--- config.mk ---
export PLATFORM = sky130hd
export DESIGN_NAME = vid_decode_and_hot_pwm_ramp
export DESIGN_NICKNAME = d
export VERILOG_FILES = /design/src/logic/hot_ramp_stepper.v /design/src/logic/vid_decode_and_hot_pwm_ramp.v
export VERILOG_INCLUDE_DIRS = /design/src /design/src/logic
export SDC_FILE = /design/constraint.sdc
export NUM_CORES = 1
export LEC_CHECK = 0
export ABC_AREA = 1
export ABC_CLOCK_PERIOD_IN_PS = 16000
export CORE_MARGIN = 4
export CORE_UTILIZATION = 65
export CTS_CLUSTER_DIAMETER = 150
export DETAILED_ROUTE_END_ITERATION = 10
export DONT_BUFFER_PORTS = 1
export PLACE_DENSITY = 0.82
export SYNTH_ARGS = -nofsm -noshare
export SYNTH_HDL_FRONTEND = slang
export SYNTH_SLANG_ARGS = --single-unit
--- constraint.sdc ---
create_clock -name clk_sys -period 16 [get_ports clk_sys]
set_clock_uncertainty 0.15 [all_clocks]
set_input_delay 2.4 -clock clk_sys [delete_from_list [all_inputs] [get_ports clk_sys]]
set_output_delay 2.4 -clock clk_sys [all_outputs]
set_load 0.03 [all_outputs]
--- src/logic/vid_ramp_consts.vh ---
`ifndef VID_RAMP_CONSTS_VH
`define VID_RAMP_CONSTS_VH

// register offsets
`define SPECIAL_CTRL2_ADDR 8'hbd
`define INPUT_THRESHOLD_SELECT_ADDR 8'hbe
`define HOT_RAMP_INTERVAL_ADDR 8'hbf

// reset values
`define SPECIAL_CTRL2_RESET 8'h00
`define INPUT_THRESHOLD_SELECT_RESET 8'h00
`define HOT_RAMP_INTERVAL_RESET 8'h00

// special control 2 fields
`define SMART_TACH_LSB 0
`define SMART_TACH_MSB 3
`define VID_SEL_LSB 6
`define VID_SEL_MSB 7

// input_threshold_select fields
`define CPU_A_VID_LVL_BIT 0
`define CPU_B_VID_LVL_BIT 1
`define GEN_IN_8_LVL_BIT 2
`define GEN_IN_9_LVL_BIT 3
`define GP_PIN_LVL_LSB 4
`define GP_PIN_LVL_MSB 7

// hot_ramp_interval fields
`define REG_RAMP_LSB 0
`define REG_RAMP_MSB 3
`define PROC_RAMP_LSB 4
`define PROC_RAMP_MSB 7

// vid interpretation select codes
`define VID_SEL_SIX_BIT 2'h0
`define VID_SEL_SEVEN_BIT 2'h1
`define VID_SEL_LOW_SEVEN 2'h2
`define VID_SEL_HIGH_SEVEN 2'h3

// voltages in units of 10 uV
`define VID_TOP_10UV 18'h27100
`define VID_FINE_STEP_10UV 18'h00271
`define VID_COARSE_STEP_10UV 18'h004e2
`define VID_MIN_SIX_10UV 18'h14726
`define VID_MIN_SEVEN_10UV 18'h144b5
`define VID_MIN_HIGH_10UV 18'h00ea6

// ramp timing
`define CLK_SYS_MHZ 200
`define RAMP_UNIT_MS 50
`define RAMP_UNIT_CYCLES (`RAMP_UNIT_MS * 1000 * `CLK_SYS_MHZ)
`define DUTY_FULL 8'hff

`endif

--- src/logic/hot_ramp_stepper.v ---
`timescale 1ns/1ps
`include "vid_ramp_consts.vh"

module hot_ramp_stepper #(
    parameter [7:0] STEP = 8'h10
) (
    // clock and reset
    input wire clk_sys,
    input wire rst,
    // control
    input wire hot,
    input wire unit_tick,
    input wire [3:0] interval,
    input wire [7:0] start_duty,
    // result
    output reg [7:0] ramp_duty_q,
    output reg ramp_active_q
);

localparam IDLE = 2'h0;
localparam UP = 2'h1;
localparam DOWN = 2'h2;

reg [1:0] state_q;
reg [3:0] tick_cnt_q;
wire step_due;
wire [8:0] up_sum;

assign step_due = unit_tick && (tick_cnt_q + 4'h1 >= interval);
assign up_sum = {1'b0, ramp_duty_q} + {1'b0, STEP};

always @(posedge clk_sys) begin
    if (rst) begin
        state_q <= IDLE;
        tick_cnt_q <= 4'h0;
        ramp_duty_q <= 8'h00;
        ramp_active_q <= 1'b0;
    end else begin
        if (unit_tick) begin
            tick_cnt_q <= step_due ? 4'h0 : tick_cnt_q + 4'h1;
        end
        case (state_q)
            IDLE: begin
                if (hot) begin
                    state_q <= UP;
                    ramp_active_q <= 1'b1;
                    tick_cnt_q <= 4'h0;
                    // zero interval skips the ramp entirely
                    ramp_duty_q <= (interval == 4'h0) ? `DUTY_FULL
                                                      : start_duty;
                end
            end
            UP: begin
                if (interval == 4'h0) begin
                    ramp_duty_q <= `DUTY_FULL;
                end else if (step_due) begin
                    ramp_duty_q <= up_sum[8] ? `DUTY_FULL
                                             : up_sum[7:0];
                end
                if (!hot) begin
                    state_q <= DOWN;
                    tick_cnt_q <= 4'h0;
                end
            end
            DOWN: begin
                if (hot) begin
                    state_q <= UP;
                end else if (interval == 4'h0 ||
                             ramp_duty_q <= start_duty ||
                             ramp_duty_q < STEP) begin
                    state_q <= IDLE;
                    ramp_active_q <= 1'b0;
                    ramp_duty_q <= 8'h00;
                end else if (step_due) begin
                    ramp_duty_q <= ramp_duty_q - STEP;
                end
            end
            default: begin
                state_q <= IDLE;
            end
        endcase
    end
end

endmodule

--- src/logic/vid_decode_and_hot_pwm_ramp.v ---
`timescale 1ns/1ps
`include "vid_ramp_consts.vh"

module vid_decode_and_hot_pwm_ramp #(
    parameter RAMP_UNIT_CYCLES = `RAMP_UNIT_CYCLES,
    parameter [7:0] RAMP_STEP = 8'h10
) (
    // clock and reset
    input wire clk_sys,
    input wire rst,
    // register port
    input wire [7:0] reg_addr,
    input wire reg_wr,
    input wire [7:0] reg_wdata,
    input wire reg_rd,
    output reg [7:0] reg_rdata_q,
    // voltage id inputs
    input wire [7:0] cpu_a_voltage_id_inputs,
    input wire [7:0] cpu_b_voltage_id_inputs,
    // decoded voltage ids
    output reg [6:0] cpu_a_vid_value_q,
    output reg [6:0] cpu_b_vid_value_q,
    output reg [17:0] cpu_a_vid_10uv_q,
    output reg [17:0] cpu_b_vid_10uv_q,
    // input threshold selects to pad cells
    output reg cpu_a_vid_low_threshold_q,
    output reg cpu_b_vid_low_threshold_q,
    output reg gen_input_8_low_threshold_q,
    output reg gen_input_9_low_threshold_q,
    output reg [3:0] gp_pin_low_threshold_q,
    // smart tach enables
    output wire [3:0] smart_tach_enable,
    // hot inputs
    input wire [1:0] processor_hot_input,
    input wire [1:0] regulator_hot_input,
    // pwm duty
    input wire [7:0] pwm_1_normal_duty,
    input wire [7:0] pwm_2_normal_duty,
    output reg [7:0] pwm_1_duty_q,
    output reg [7:0] pwm_2_duty_q,
    output wire processor_ramp_active,
    output wire regulator_ramp_active
);

reg [7:0] special_ctrl2_q;
reg [7:0] input_threshold_select_q;
reg [7:0] hot_ramp_interval_q;
reg [31:0] unit_cnt_q;
reg unit_tick_q;
wire [1:0] vid_interpretation_select;
wire [3:0] regulator_hot_ramp_interval;
wire [3:0] processor_hot_ramp_interval;
wire [7:0] proc_duty;
wire [7:0] reg_duty;
wire [7:0] start_duty;
wire [7:0] hot_duty;

////////////////////////////////////////////////////////////////////////////
// vid decode

// returns the effective vid code for the selected interpretation
function [6:0] vid_code;
    input [1:0] sel;
    input [7:0] vid;
    begin
        if (sel == `VID_SEL_SIX_BIT) begin
            vid_code = {1'b0, vid[5:0]};
        end else if (sel == `VID_SEL_SEVEN_BIT) begin
            vid_code = vid[6:0];
        end else if (sel == `VID_SEL_LOW_SEVEN) begin
            vid_code = vid[6:0];
        end else begin
            vid_code = vid[7:1];
        end
    end
endfunction

// voltage in 10 uV units, clamped at the bottom of each range
function [17:0] vid_volts;
    input [1:0] sel;
    input [6:0] code;
    reg [17:0] drop;
    reg [17:0] floor_v;
    reg [17:0] v;
    begin
        drop = 18'h00000;
        floor_v = `VID_MIN_SEVEN_10UV;
        v = 18'h00000;
        if (sel == `VID_SEL_SIX_BIT) begin
            drop = code * `VID_COARSE_STEP_10UV;
            floor_v = `VID_MIN_SIX_10UV;
        end else if (sel == `VID_SEL_HIGH_SEVEN) begin
            drop = code * `VID_COARSE_STEP_10UV;
            floor_v = `VID_MIN_HIGH_10UV;
        end else begin
            drop = code * `VID_FINE_STEP_10UV;
        end
        v = `VID_TOP_10UV - drop;
        if (drop > `VID_TOP_10UV || v < floor_v) begin
            vid_volts = floor_v;
        end else begin
            vid_volts = v;
        end
    end
endfunction

assign vid_interpretation_select =
    special_ctrl2_q[`VID_SEL_MSB:`VID_SEL_LSB];
assign smart_tach_enable =
    special_ctrl2_q[`SMART_TACH_MSB:`SMART_TACH_LSB];

always @(posedge clk_sys) begin
    if (rst) begin
        cpu_a_vid_value_q <= 7'h00;
        cpu_b_vid_value_q <= 7'h00;
        cpu_a_vid_10uv_q <= 18'h00000;
        cpu_b_vid_10uv_q <= 18'h00000;
    end else begin
        cpu_a_vid_value_q <= vid_code(vid_interpretation_select,
                                      cpu_a_voltage_id_inputs);
        cpu_b_vid_value_q <= vid_code(vid_interpretation_select,
                                      cpu_b_voltage_id_inputs);
        cpu_a_vid_10uv_q <= vid_volts(vid_interpretation_select,
            vid_code(vid_interpretation_select, cpu_a_voltage_id_inputs));
        cpu_b_vid_10uv_q <= vid_volts(vid_interpretation_select,
            vid_code(vid_interpretation_select, cpu_b_voltage_id_inputs));
    end
end

////////////////////////////////////////////////////////////////////////////
// register port

always @(posedge clk_sys) begin
    if (rst) begin
        special_ctrl2_q <= `SPECIAL_CTRL2_RESET;
        input_threshold_select_q <= `INPUT_THRESHOLD_SELECT_RESET;
        hot_ramp_interval_q <= `HOT_RAMP_INTERVAL_RESET;
        reg_rdata_q <= 8'h00;
    end else begin
        if (reg_wr) begin
            if (reg_addr == `SPECIAL_CTRL2_ADDR) begin
                special_ctrl2_q <= reg_wdata;
            end else if (reg_addr == `INPUT_THRESHOLD_SELECT_ADDR) begin
                input_threshold_select_q <= reg_wdata;
            end else if (reg_addr == `HOT_RAMP_INTERVAL_ADDR) begin
                hot_ramp_interval_q <= reg_wdata;
            end
        end
        if (reg_rd) begin
            if (reg_addr == `SPECIAL_CTRL2_ADDR) begin
                reg_rdata_q <= special_ctrl2_q;
            end else if (reg_addr == `INPUT_THRESHOLD_SELECT_ADDR) begin
                reg_rdata_q <= input_threshold_select_q;
            end else if (reg_addr == `HOT_RAMP_INTERVAL_ADDR) begin
                reg_rdata_q <= hot_ramp_interval_q;
            end else begin
                reg_rdata_q <= 8'h00;
            end
        end
    end
end

////////////////////////////////////////////////////////////////////////////
// input thresholds

always @(posedge clk_sys) begin
    if (rst) begin
        cpu_a_vid_low_threshold_q <= 1'b0;
        cpu_b_vid_low_threshold_q <= 1'b0;
        gen_input_8_low_threshold_q <= 1'b0;
        gen_input_9_low_threshold_q <= 1'b0;
        gp_pin_low_threshold_q <= 4'h0;
    end else begin
        cpu_a_vid_low_threshold_q <=
            input_threshold_select_q[`CPU_A_VID_LVL_BIT];
        cpu_b_vid_low_threshold_q <=
            input_threshold_select_q[`CPU_B_VID_LVL_BIT];
        gen_input_8_low_threshold_q <=
            input_threshold_select_q[`GEN_IN_8_LVL_BIT] &&
            vid_interpretation_select == `VID_SEL_SIX_BIT;
        gen_input_9_low_threshold_q <=
            input_threshold_select_q[`GEN_IN_9_LVL_BIT] &&
            vid_interpretation_select == `VID_SEL_SIX_BIT;
        gp_pin_low_threshold_q <=
            input_threshold_select_q[`GP_PIN_LVL_MSB:`GP_PIN_LVL_LSB];
    end
end

////////////////////////////////////////////////////////////////////////////
// hot ramp timing

assign regulator_hot_ramp_interval =
    hot_ramp_interval_q[`REG_RAMP_MSB:`REG_RAMP_LSB];
assign processor_hot_ramp_interval =
    hot_ramp_interval_q[`PROC_RAMP_MSB:`PROC_RAMP_LSB];

// one pulse per 50 ms unit; stepper waits code units per step
always @(posedge clk_sys) begin
    if (rst) begin
        unit_cnt_q <= 32'h00000000;
        unit_tick_q <= 1'b0;
    end else if (unit_cnt_q >= RAMP_UNIT_CYCLES - 1) begin
        unit_cnt_q <= 32'h00000000;
        unit_tick_q <= 1'b1;
    end else begin
        unit_cnt_q <= unit_cnt_q + 32'h00000001;
        unit_tick_q <= 1'b0;
    end
end

assign start_duty = (pwm_1_normal_duty > pwm_2_normal_duty) ?
                    pwm_1_normal_duty : pwm_2_normal_duty;

hot_ramp_stepper #(
    .STEP(RAMP_STEP)
) proc_ramp (
    .clk_sys(clk_sys),
    .rst(rst),
    .hot(|processor_hot_input),
    .unit_tick(unit_tick_q),
    .interval(processor_hot_ramp_interval),
    .start_duty(start_duty),
    .ramp_duty_q(proc_duty),
    .ramp_active_q(processor_ramp_active)
);

hot_ramp_stepper #(
    .STEP(RAMP_STEP)
) reg_ramp (
    .clk_sys(clk_sys),
    .rst(rst),
    .hot(|regulator_hot_input),
    .unit_tick(unit_tick_q),
    .interval(regulator_hot_ramp_interval),
    .start_duty(start_duty),
    .ramp_duty_q(reg_duty),
    .ramp_active_q(regulator_ramp_active)
);

assign hot_duty = (proc_duty > reg_duty) ? proc_duty : reg_duty;

// ramp only ever raises duty above normal control
always @(posedge clk_sys) begin
    if (rst) begin
        pwm_1_duty_q <= 8'h00;
        pwm_2_duty_q <= 8'h00;
    end else begin
        pwm_1_duty_q <= (hot_duty > pwm_1_normal_duty) ? hot_duty
                                                       : pwm_1_normal_duty;
        pwm_2_duty_q <= (hot_duty > pwm_2_normal_duty) ? hot_duty
                                                       : pwm_2_normal_duty;
    end
end

endmodule

==> Word level (Yosys, flattened, before mapping) <==
Cells that the tools add are included.
{ "classes": {"addsub": 9, "mul": 4, "order_cmp": 15, "eq_ne": 24, "muxes": 73, "bitwise_logic": 2, "reduce_logical": 31} }
{ "ops": {"columns": ["cell", "n"], "rows": [
  ["two-way mux 8 bit", 23],
  ["two-way mux 18 bit", 9],
  ["multiplier 7 x 10 -> 17 bit, second input constant", 4],
  ["two-way mux 7 bit", 8],
  ["case mux 8 bit (3 select lines)", 2],
  ["greater-than comparator 18 bit, second input constant", 2],
  ["< comparator 18 bit", 2],
  ["subtractor 18 bit, first input constant", 2],
  ["two-way mux 17 bit", 2],
  ["adder 32 x 1 -> 32 bit, second input constant", 1],
  ["greater-or-equal comparator 32 x 24 -> 1 bit, second input constant", 1],
  ["greater-than comparator 8 bit", 4],
  ["two-way mux 4 bit", 8],
  ["== test 8 bit, second input constant", 3],
  ["adder 8 x 5 -> 9 bit, second input constant", 2],
  ["inequality test 3 x 1 -> 1 bit, second input constant", 6],
  ["<= comparator 8 bit", 2],
  ["< comparator 8 x 5 -> 1 bit, second input constant", 2],
  ["two-way mux 2 bit", 8],
  ["case mux 4 bit (2 select lines)", 2],
  ["subtractor 8 x 5 -> 8 bit, second input constant", 2],
  ["case mux 2 bit (3 select lines)", 2],
  ["AND reduction 4 bit", 3],
  ["AND reduction 5 bit", 2],
  ["18 further kinds", 56]
]} }
{ "totals": {"register_bits": 169, "input_bits": 56, "out_inout_bits": 88, "elab_cells": 183} }

==> Logic depth before layout (Yosys ltp) <==
{ "logic_depth": {"word_depth": 13, "depth_mapped": 40} }

==> Modules after synthesis <==
From an unflattened synthesis, not the netlist that was laid out.
{ "hier_totals": {"cells_unflattened": 1841, "area_unflattened_um2": 12818.5} }
{ "by_module_without_submodules": {"columns": ["module", "instances", "cells_per_inst", "area_each_um2", "seq_area_each_um2"], "rows": [
  ["vid_decode_and_hot_pwm_ramp", 1, 1423, 10053.4, 2782.7],
  ["hot_ramp_stepper", 2, 209, 1382.6, 300.3]
]} }

==> Least setup slack after synthesis <==
No wires, ideal clock.
{ "synth_path": {"path_kind": "input -> register", "from": "input port cpu_b_voltage_id_inputs[6]", "to": "register cpu_b_vid_10uv_q[8]", "arrival_ps": 6999, "t_required_ps": 15734, "setup_slack_ps": 8735, "stages": 29, "n_path_buf": 1, "cell_sequence": "o21ai_0 -> inv_1 -> ha_1 -> ha_1 -> inv_1 -> fa_1 -> fa_1 -> inv_1 -> ha_1 -> nand2_1 -> inv_1 -> nand2_1 -> nand3_1 -> or2_2 -> nand3_1 -> nand2_1 -> nor2_1 -> nand2_1 -> nand2_2 -> nor2_1 -> nand2_1 -> nand2_2 -> xor2_1 -> ha_1 -> nand2_2 -> nand2_4 -> buf_6 -> a21oi_1 -> nor2_1"} }
{ "synth_via": {"elab_chain_cells": 12} }
{ "synth_lines": {"columns": ["item", "line", "source"], "rows": [
  ["from (decl)", "vid_decode_and_hot_pwm_ramp.v:19", "input wire [7:0] cpu_b_voltage_id_inputs,"],
  ["two-way mux 7 bit", "vid_decode_and_hot_pwm_ramp.v:70", "end else if (sel == `VID_SEL_LOW_SEVEN) begin"],
  ["two-way mux 7 bit *", "vid_decode_and_hot_pwm_ramp.v:68", "end else if (sel == `VID_SEL_SEVEN_BIT) begin"],
  ["two-way mux 7 bit *", null, null],
  ["two-way mux 7 bit *", "vid_decode_and_hot_pwm_ramp.v:113", "if (rst) begin"],
  ["multiplier 7 x 10 -> 17 bit (no line)", null, null],
  ["two-way mux 18 bit", "vid_decode_and_hot_pwm_ramp.v:92", "end else if (sel == `VID_SEL_HIGH_SEVEN) begin"],
  ["two-way mux 18 bit *", "vid_decode_and_hot_pwm_ramp.v:89", "if (sel == `VID_SEL_SIX_BIT) begin"],
  ["two-way mux 18 bit *", "vid_decode_and_hot_pwm_ramp.v:113", null],
  ["subtractor 18 bit (no line)", null, null],
  ["< comparator 18 bit", "vid_decode_and_hot_pwm_ramp.v:99", "if (drop > `VID_TOP_10UV || v < floor_v) begin"],
  ["logical OR 1 bit", "vid_decode_and_hot_pwm_ramp.v:99", null],
  ["two-way mux 18 bit *", "vid_decode_and_hot_pwm_ramp.v:99", null],
  ["to (signal assigned)", "vid_decode_and_hot_pwm_ramp.v:125", "cpu_b_vid_10uv_q <= vid_volts(vid_interpretation_select,"],
  ["to (decl)", "vid_decode_and_hot_pwm_ramp.v:24", "output reg [17:0] cpu_b_vid_10uv_q,"]
]} }
Every way passes the cells marked *; elsewhere a longest branch is shown, timed or not. The select of a mux whose other input is x is not followed.
A chain may end at the register's enable or synchronous reset.

==> Final worst setup path <==
{ "layout_path": {"from": "input port cpu_b_voltage_id_inputs[6]", "to": "register cpu_b_vid_10uv_q[17]"} }
The elaborated chain is that of the path after synthesis.

==> impl_metrics.yaml <==
timing:
  slew_viol_final: 0
  fmax_mhz: 135
  tightest_slew_ns: 1.01
  hold_viol_final: 0
  fin_ws_ns: 8.58
  hold_ws_ns: 0.312
  setup_viol: 0
  setup-tns-final_ns: 0
  min_period_ns: 7.42
  relSlewSlack: 0.323
  grt_setup_unrepaired: "no"
  period_share: 0.464
place:
  post-place-ws_ns: 8.20
  port_buffers: 0
  place.gp.congestion: 0.942
  dpl.hpwl_mm: 22.5
  dp.cells: 1955
  dpl_cell_area_sq_um: 12500
drt:
  first_iter_violations: 733
  avgRoutedWirePerCell_um: 14.7
  first_pass_iters: 5
  dr_total_vias: 11300
  via_per_inst: 5.67
  drc: 0
  ant_nets: 0
  drt_wl_total_mm: 29.2
die:
  core_sq_um: 18800
  start_util: 0.661
  num_rows: 50
  pin_count: 144
  die_area_sq_um: 21400
  die_x_um: 146
  die_h_um: 146
layout:
  diodes: 0
  regArea_sq_um: 3380
  post-route-util: 0.697
  design_area_sq_um: 13100
  fillers: 1599
  nets: 1976
  area_growth_pct: 5.52
  final_layout_size_suffix_gt1_frac: 0.0525
  fin_cells: 1986
  multi_input_area_sq_um: 7750
logic_synthesis:
  synth.most_common_cell: "nand2_1"
  synth_top_family_by_area: "simple AND/OR/NAND/NOR gates"
  synth_top_area_frac: 0.273
  ys_seq_area_frac: 0.273
  ys_ff_latch: 169
  synthMuxAreaShare: 0
  syn_inst: 1757
  syn_area_per_cell_sq_um: 7.06
  synthArstFlopShare: 0
  ys.flop_type: "dfxtp_1"
  synth_top_area_cell: "dfxtp_1"
  netlist_area_sq_um: 12400
  yosys.area_share.simple: 0.265
  synth_compound_area_frac: 0.143
  ys_warn_count: 0
  synth_cell_types: 48
  synth-xor-area-share: 0.0233
  synthTopCellsByArea: "dfxtp_1 (27%), ha_1 (17%), nand2_1 (10%), inv_1 (8.4%), nand3_1 (5.4%)"
  synthTopCellsByCount: "nand2_1 (341), inv_1 (277), dfxtp_1 (169)"
  synthAdderAreaFrac: 0.191
  synth_edf_count: 0
min_path:
  worst_hold_path_type: "register to register"
  worstHoldStart: "special_ctrl2_q[5]"
  hold_end: "special_ctrl2_q[5]"
  whs_path_depth: 2
setup_path:
  r2r_end: "cpu_b_vid_10uv_q[17]"
  cp_max_fo: 18
  cp_slowest_cell: "nor3_1"
  worstRegToRegCells: 32
  crit_required_ns: 16.20
  r2r-start: "special_ctrl2_q[7]"
  worst_path_most_repeated_cell: "ha_1"
  crit_type: "primary input to register"
  arrival_ns: 7.62
  rrSetupSlack_ns: 8.80
  cp-start-kind: "primary input"
  cp-end-kind: "register"
  critPathMaxStageDelay_ns: 0.63
global_routing:
  overflow: 0
  grt_pass1_wl_mm: 49.4
  grt_max_degree: 63
  antenna_found_initial: 0
  grt_pass1_vias: 10400
  grt_usage: 0.271
clock_tree:
  holdBufCountCts: 0
  clockBufferDepth: 2
  htreeDepth: 4
  cts_tree: "yes"
  clock_latency_ns: 0.43
  cts_resized: 0
  postCtsSetupRepairBufs: 0
  clkTransAtPathRegs_ns: 0.07
  clockRootBuffer: "clkbuf_16"
  clock_sinks: 169
  cts_buffers: 17
outcome:
  status: "completed"
pwr:
  power_density_nw_per_um2: 162
  p_total_mw: 2.12
  ir_drop_uv: 95.7
  p_leak_nw: 6.50
run:
  cap_viol_max_count: 0
==> worst max path at each step <==
stage / depth (start not counted) / startpoint / to
final: 27 / cpu_b_voltage_id_inputs[6] / cpu_b_vid_10uv_q[17]
after detailed placement: 27 / cpu_b_voltage_id_inputs[6] / cpu_b_vid_10uv_q[17]
after CTS: 28 / cpu_a_voltage_id_inputs[5] / cpu_a_vid_10uv_q[12]
after floorplan: 29 / cpu_b_voltage_id_inputs[6] / cpu_b_vid_10uv_q[8]
after global routing: 29 / cpu_a_voltage_id_inputs[5] / cpu_a_vid_10uv_q[14]
after global placement: 27 / cpu_a_voltage_id_inputs[5] / cpu_a_vid_10uv_q[4]
==> per-layer routing <==
layer / share of wire / track usage / wire, um / vias up
met5: 0 / 0 / 0 / -
met4: 0.016 / 0.0753 / 479 / 0
met3: 0.079 / 0.0602 / 2300 / 36
met2: 0.45 / 0.439 / 13200 / 359
met1: 0.45 / 0.366 / 13300 / 5145
li1: - / - / - / 5715
==> worst max-delay path: cells and delay by family <==
kind,cells,cell delay [ns]
and+or+nand+nor,15,2.25
xor gates and xnor gates,2,0.42
adders and majority gates,6,2.08
buffers and inverters,2,0.09
AOI/OAI and AO/OA,2,0.38
==> cell usage in the layout (no fill, tap or decap), drive strengths merged, types with 11 or more instances in the layout <==
master and n:
nand2 362, inv 286, dfxtp 169, ha 164, nor2 159, nand3 148, o21ai 127, a21oi 121
xor2 22, nand4 21, a211oi 19, clkbuf 19, fa 16, nor3 13, a31oi 13, xnor2 11
==> flip-flops by register name, summed over array words and instances, names as in the netlist, 2 cells and up <==
register	flops
cpu_a_vid_10uv_q	18
cpu_a_vid_value_q	7
cpu_b_vid_10uv_q	18
cpu_b_vid_value_q	7
gp_pin_low_threshold_q	4
hot_ramp_interval_q	8
input_threshold_select_q	8
proc_ramp.ramp_duty_q	8
proc_ramp.state_q	2
proc_ramp.tick_cnt_q	4
pwm_1_duty_q	8
pwm_2_duty_q	8
reg_ramp.ramp_duty_q	8
reg_ramp.state_q	2
reg_ramp.tick_cnt_q	4
reg_rdata_q	8
special_ctrl2_q	8
unit_cnt_q	32
==> report_power, final <==
group | switching (mW) | leakage [nW] | internal, mW
logic | 0.656 | 4.82 | 0.358
clock network | 0.186 | 0.292 | 0.240
registers | 0.174 | 1.39 | 0.507
total | 1.02 | 6.50 | 1.11
==> area by class of cell <==
cell class,instances,share of cell area
multi-input combinational,1271,0.592
sequential,169,0.258
inverter,279,0.0802
clock buffer,19,0.0338
tap,234,0.0224
clock inverter,12,0.0119
timing repair buffer,2,0.00115
==> kinds of logic (layout without fill, tap and decap cells) <==
logic type / after synthesis / in the layout
simple gates: 734 / 734
buf+inv: 324 / 312
compound gates: 316 / 316
fa+ha+maj: 180 / 180
flops: 169 / 169
xor+xnor: 33 / 33
other cells: 1 / 8
Power figures use the tool's default switching activity.
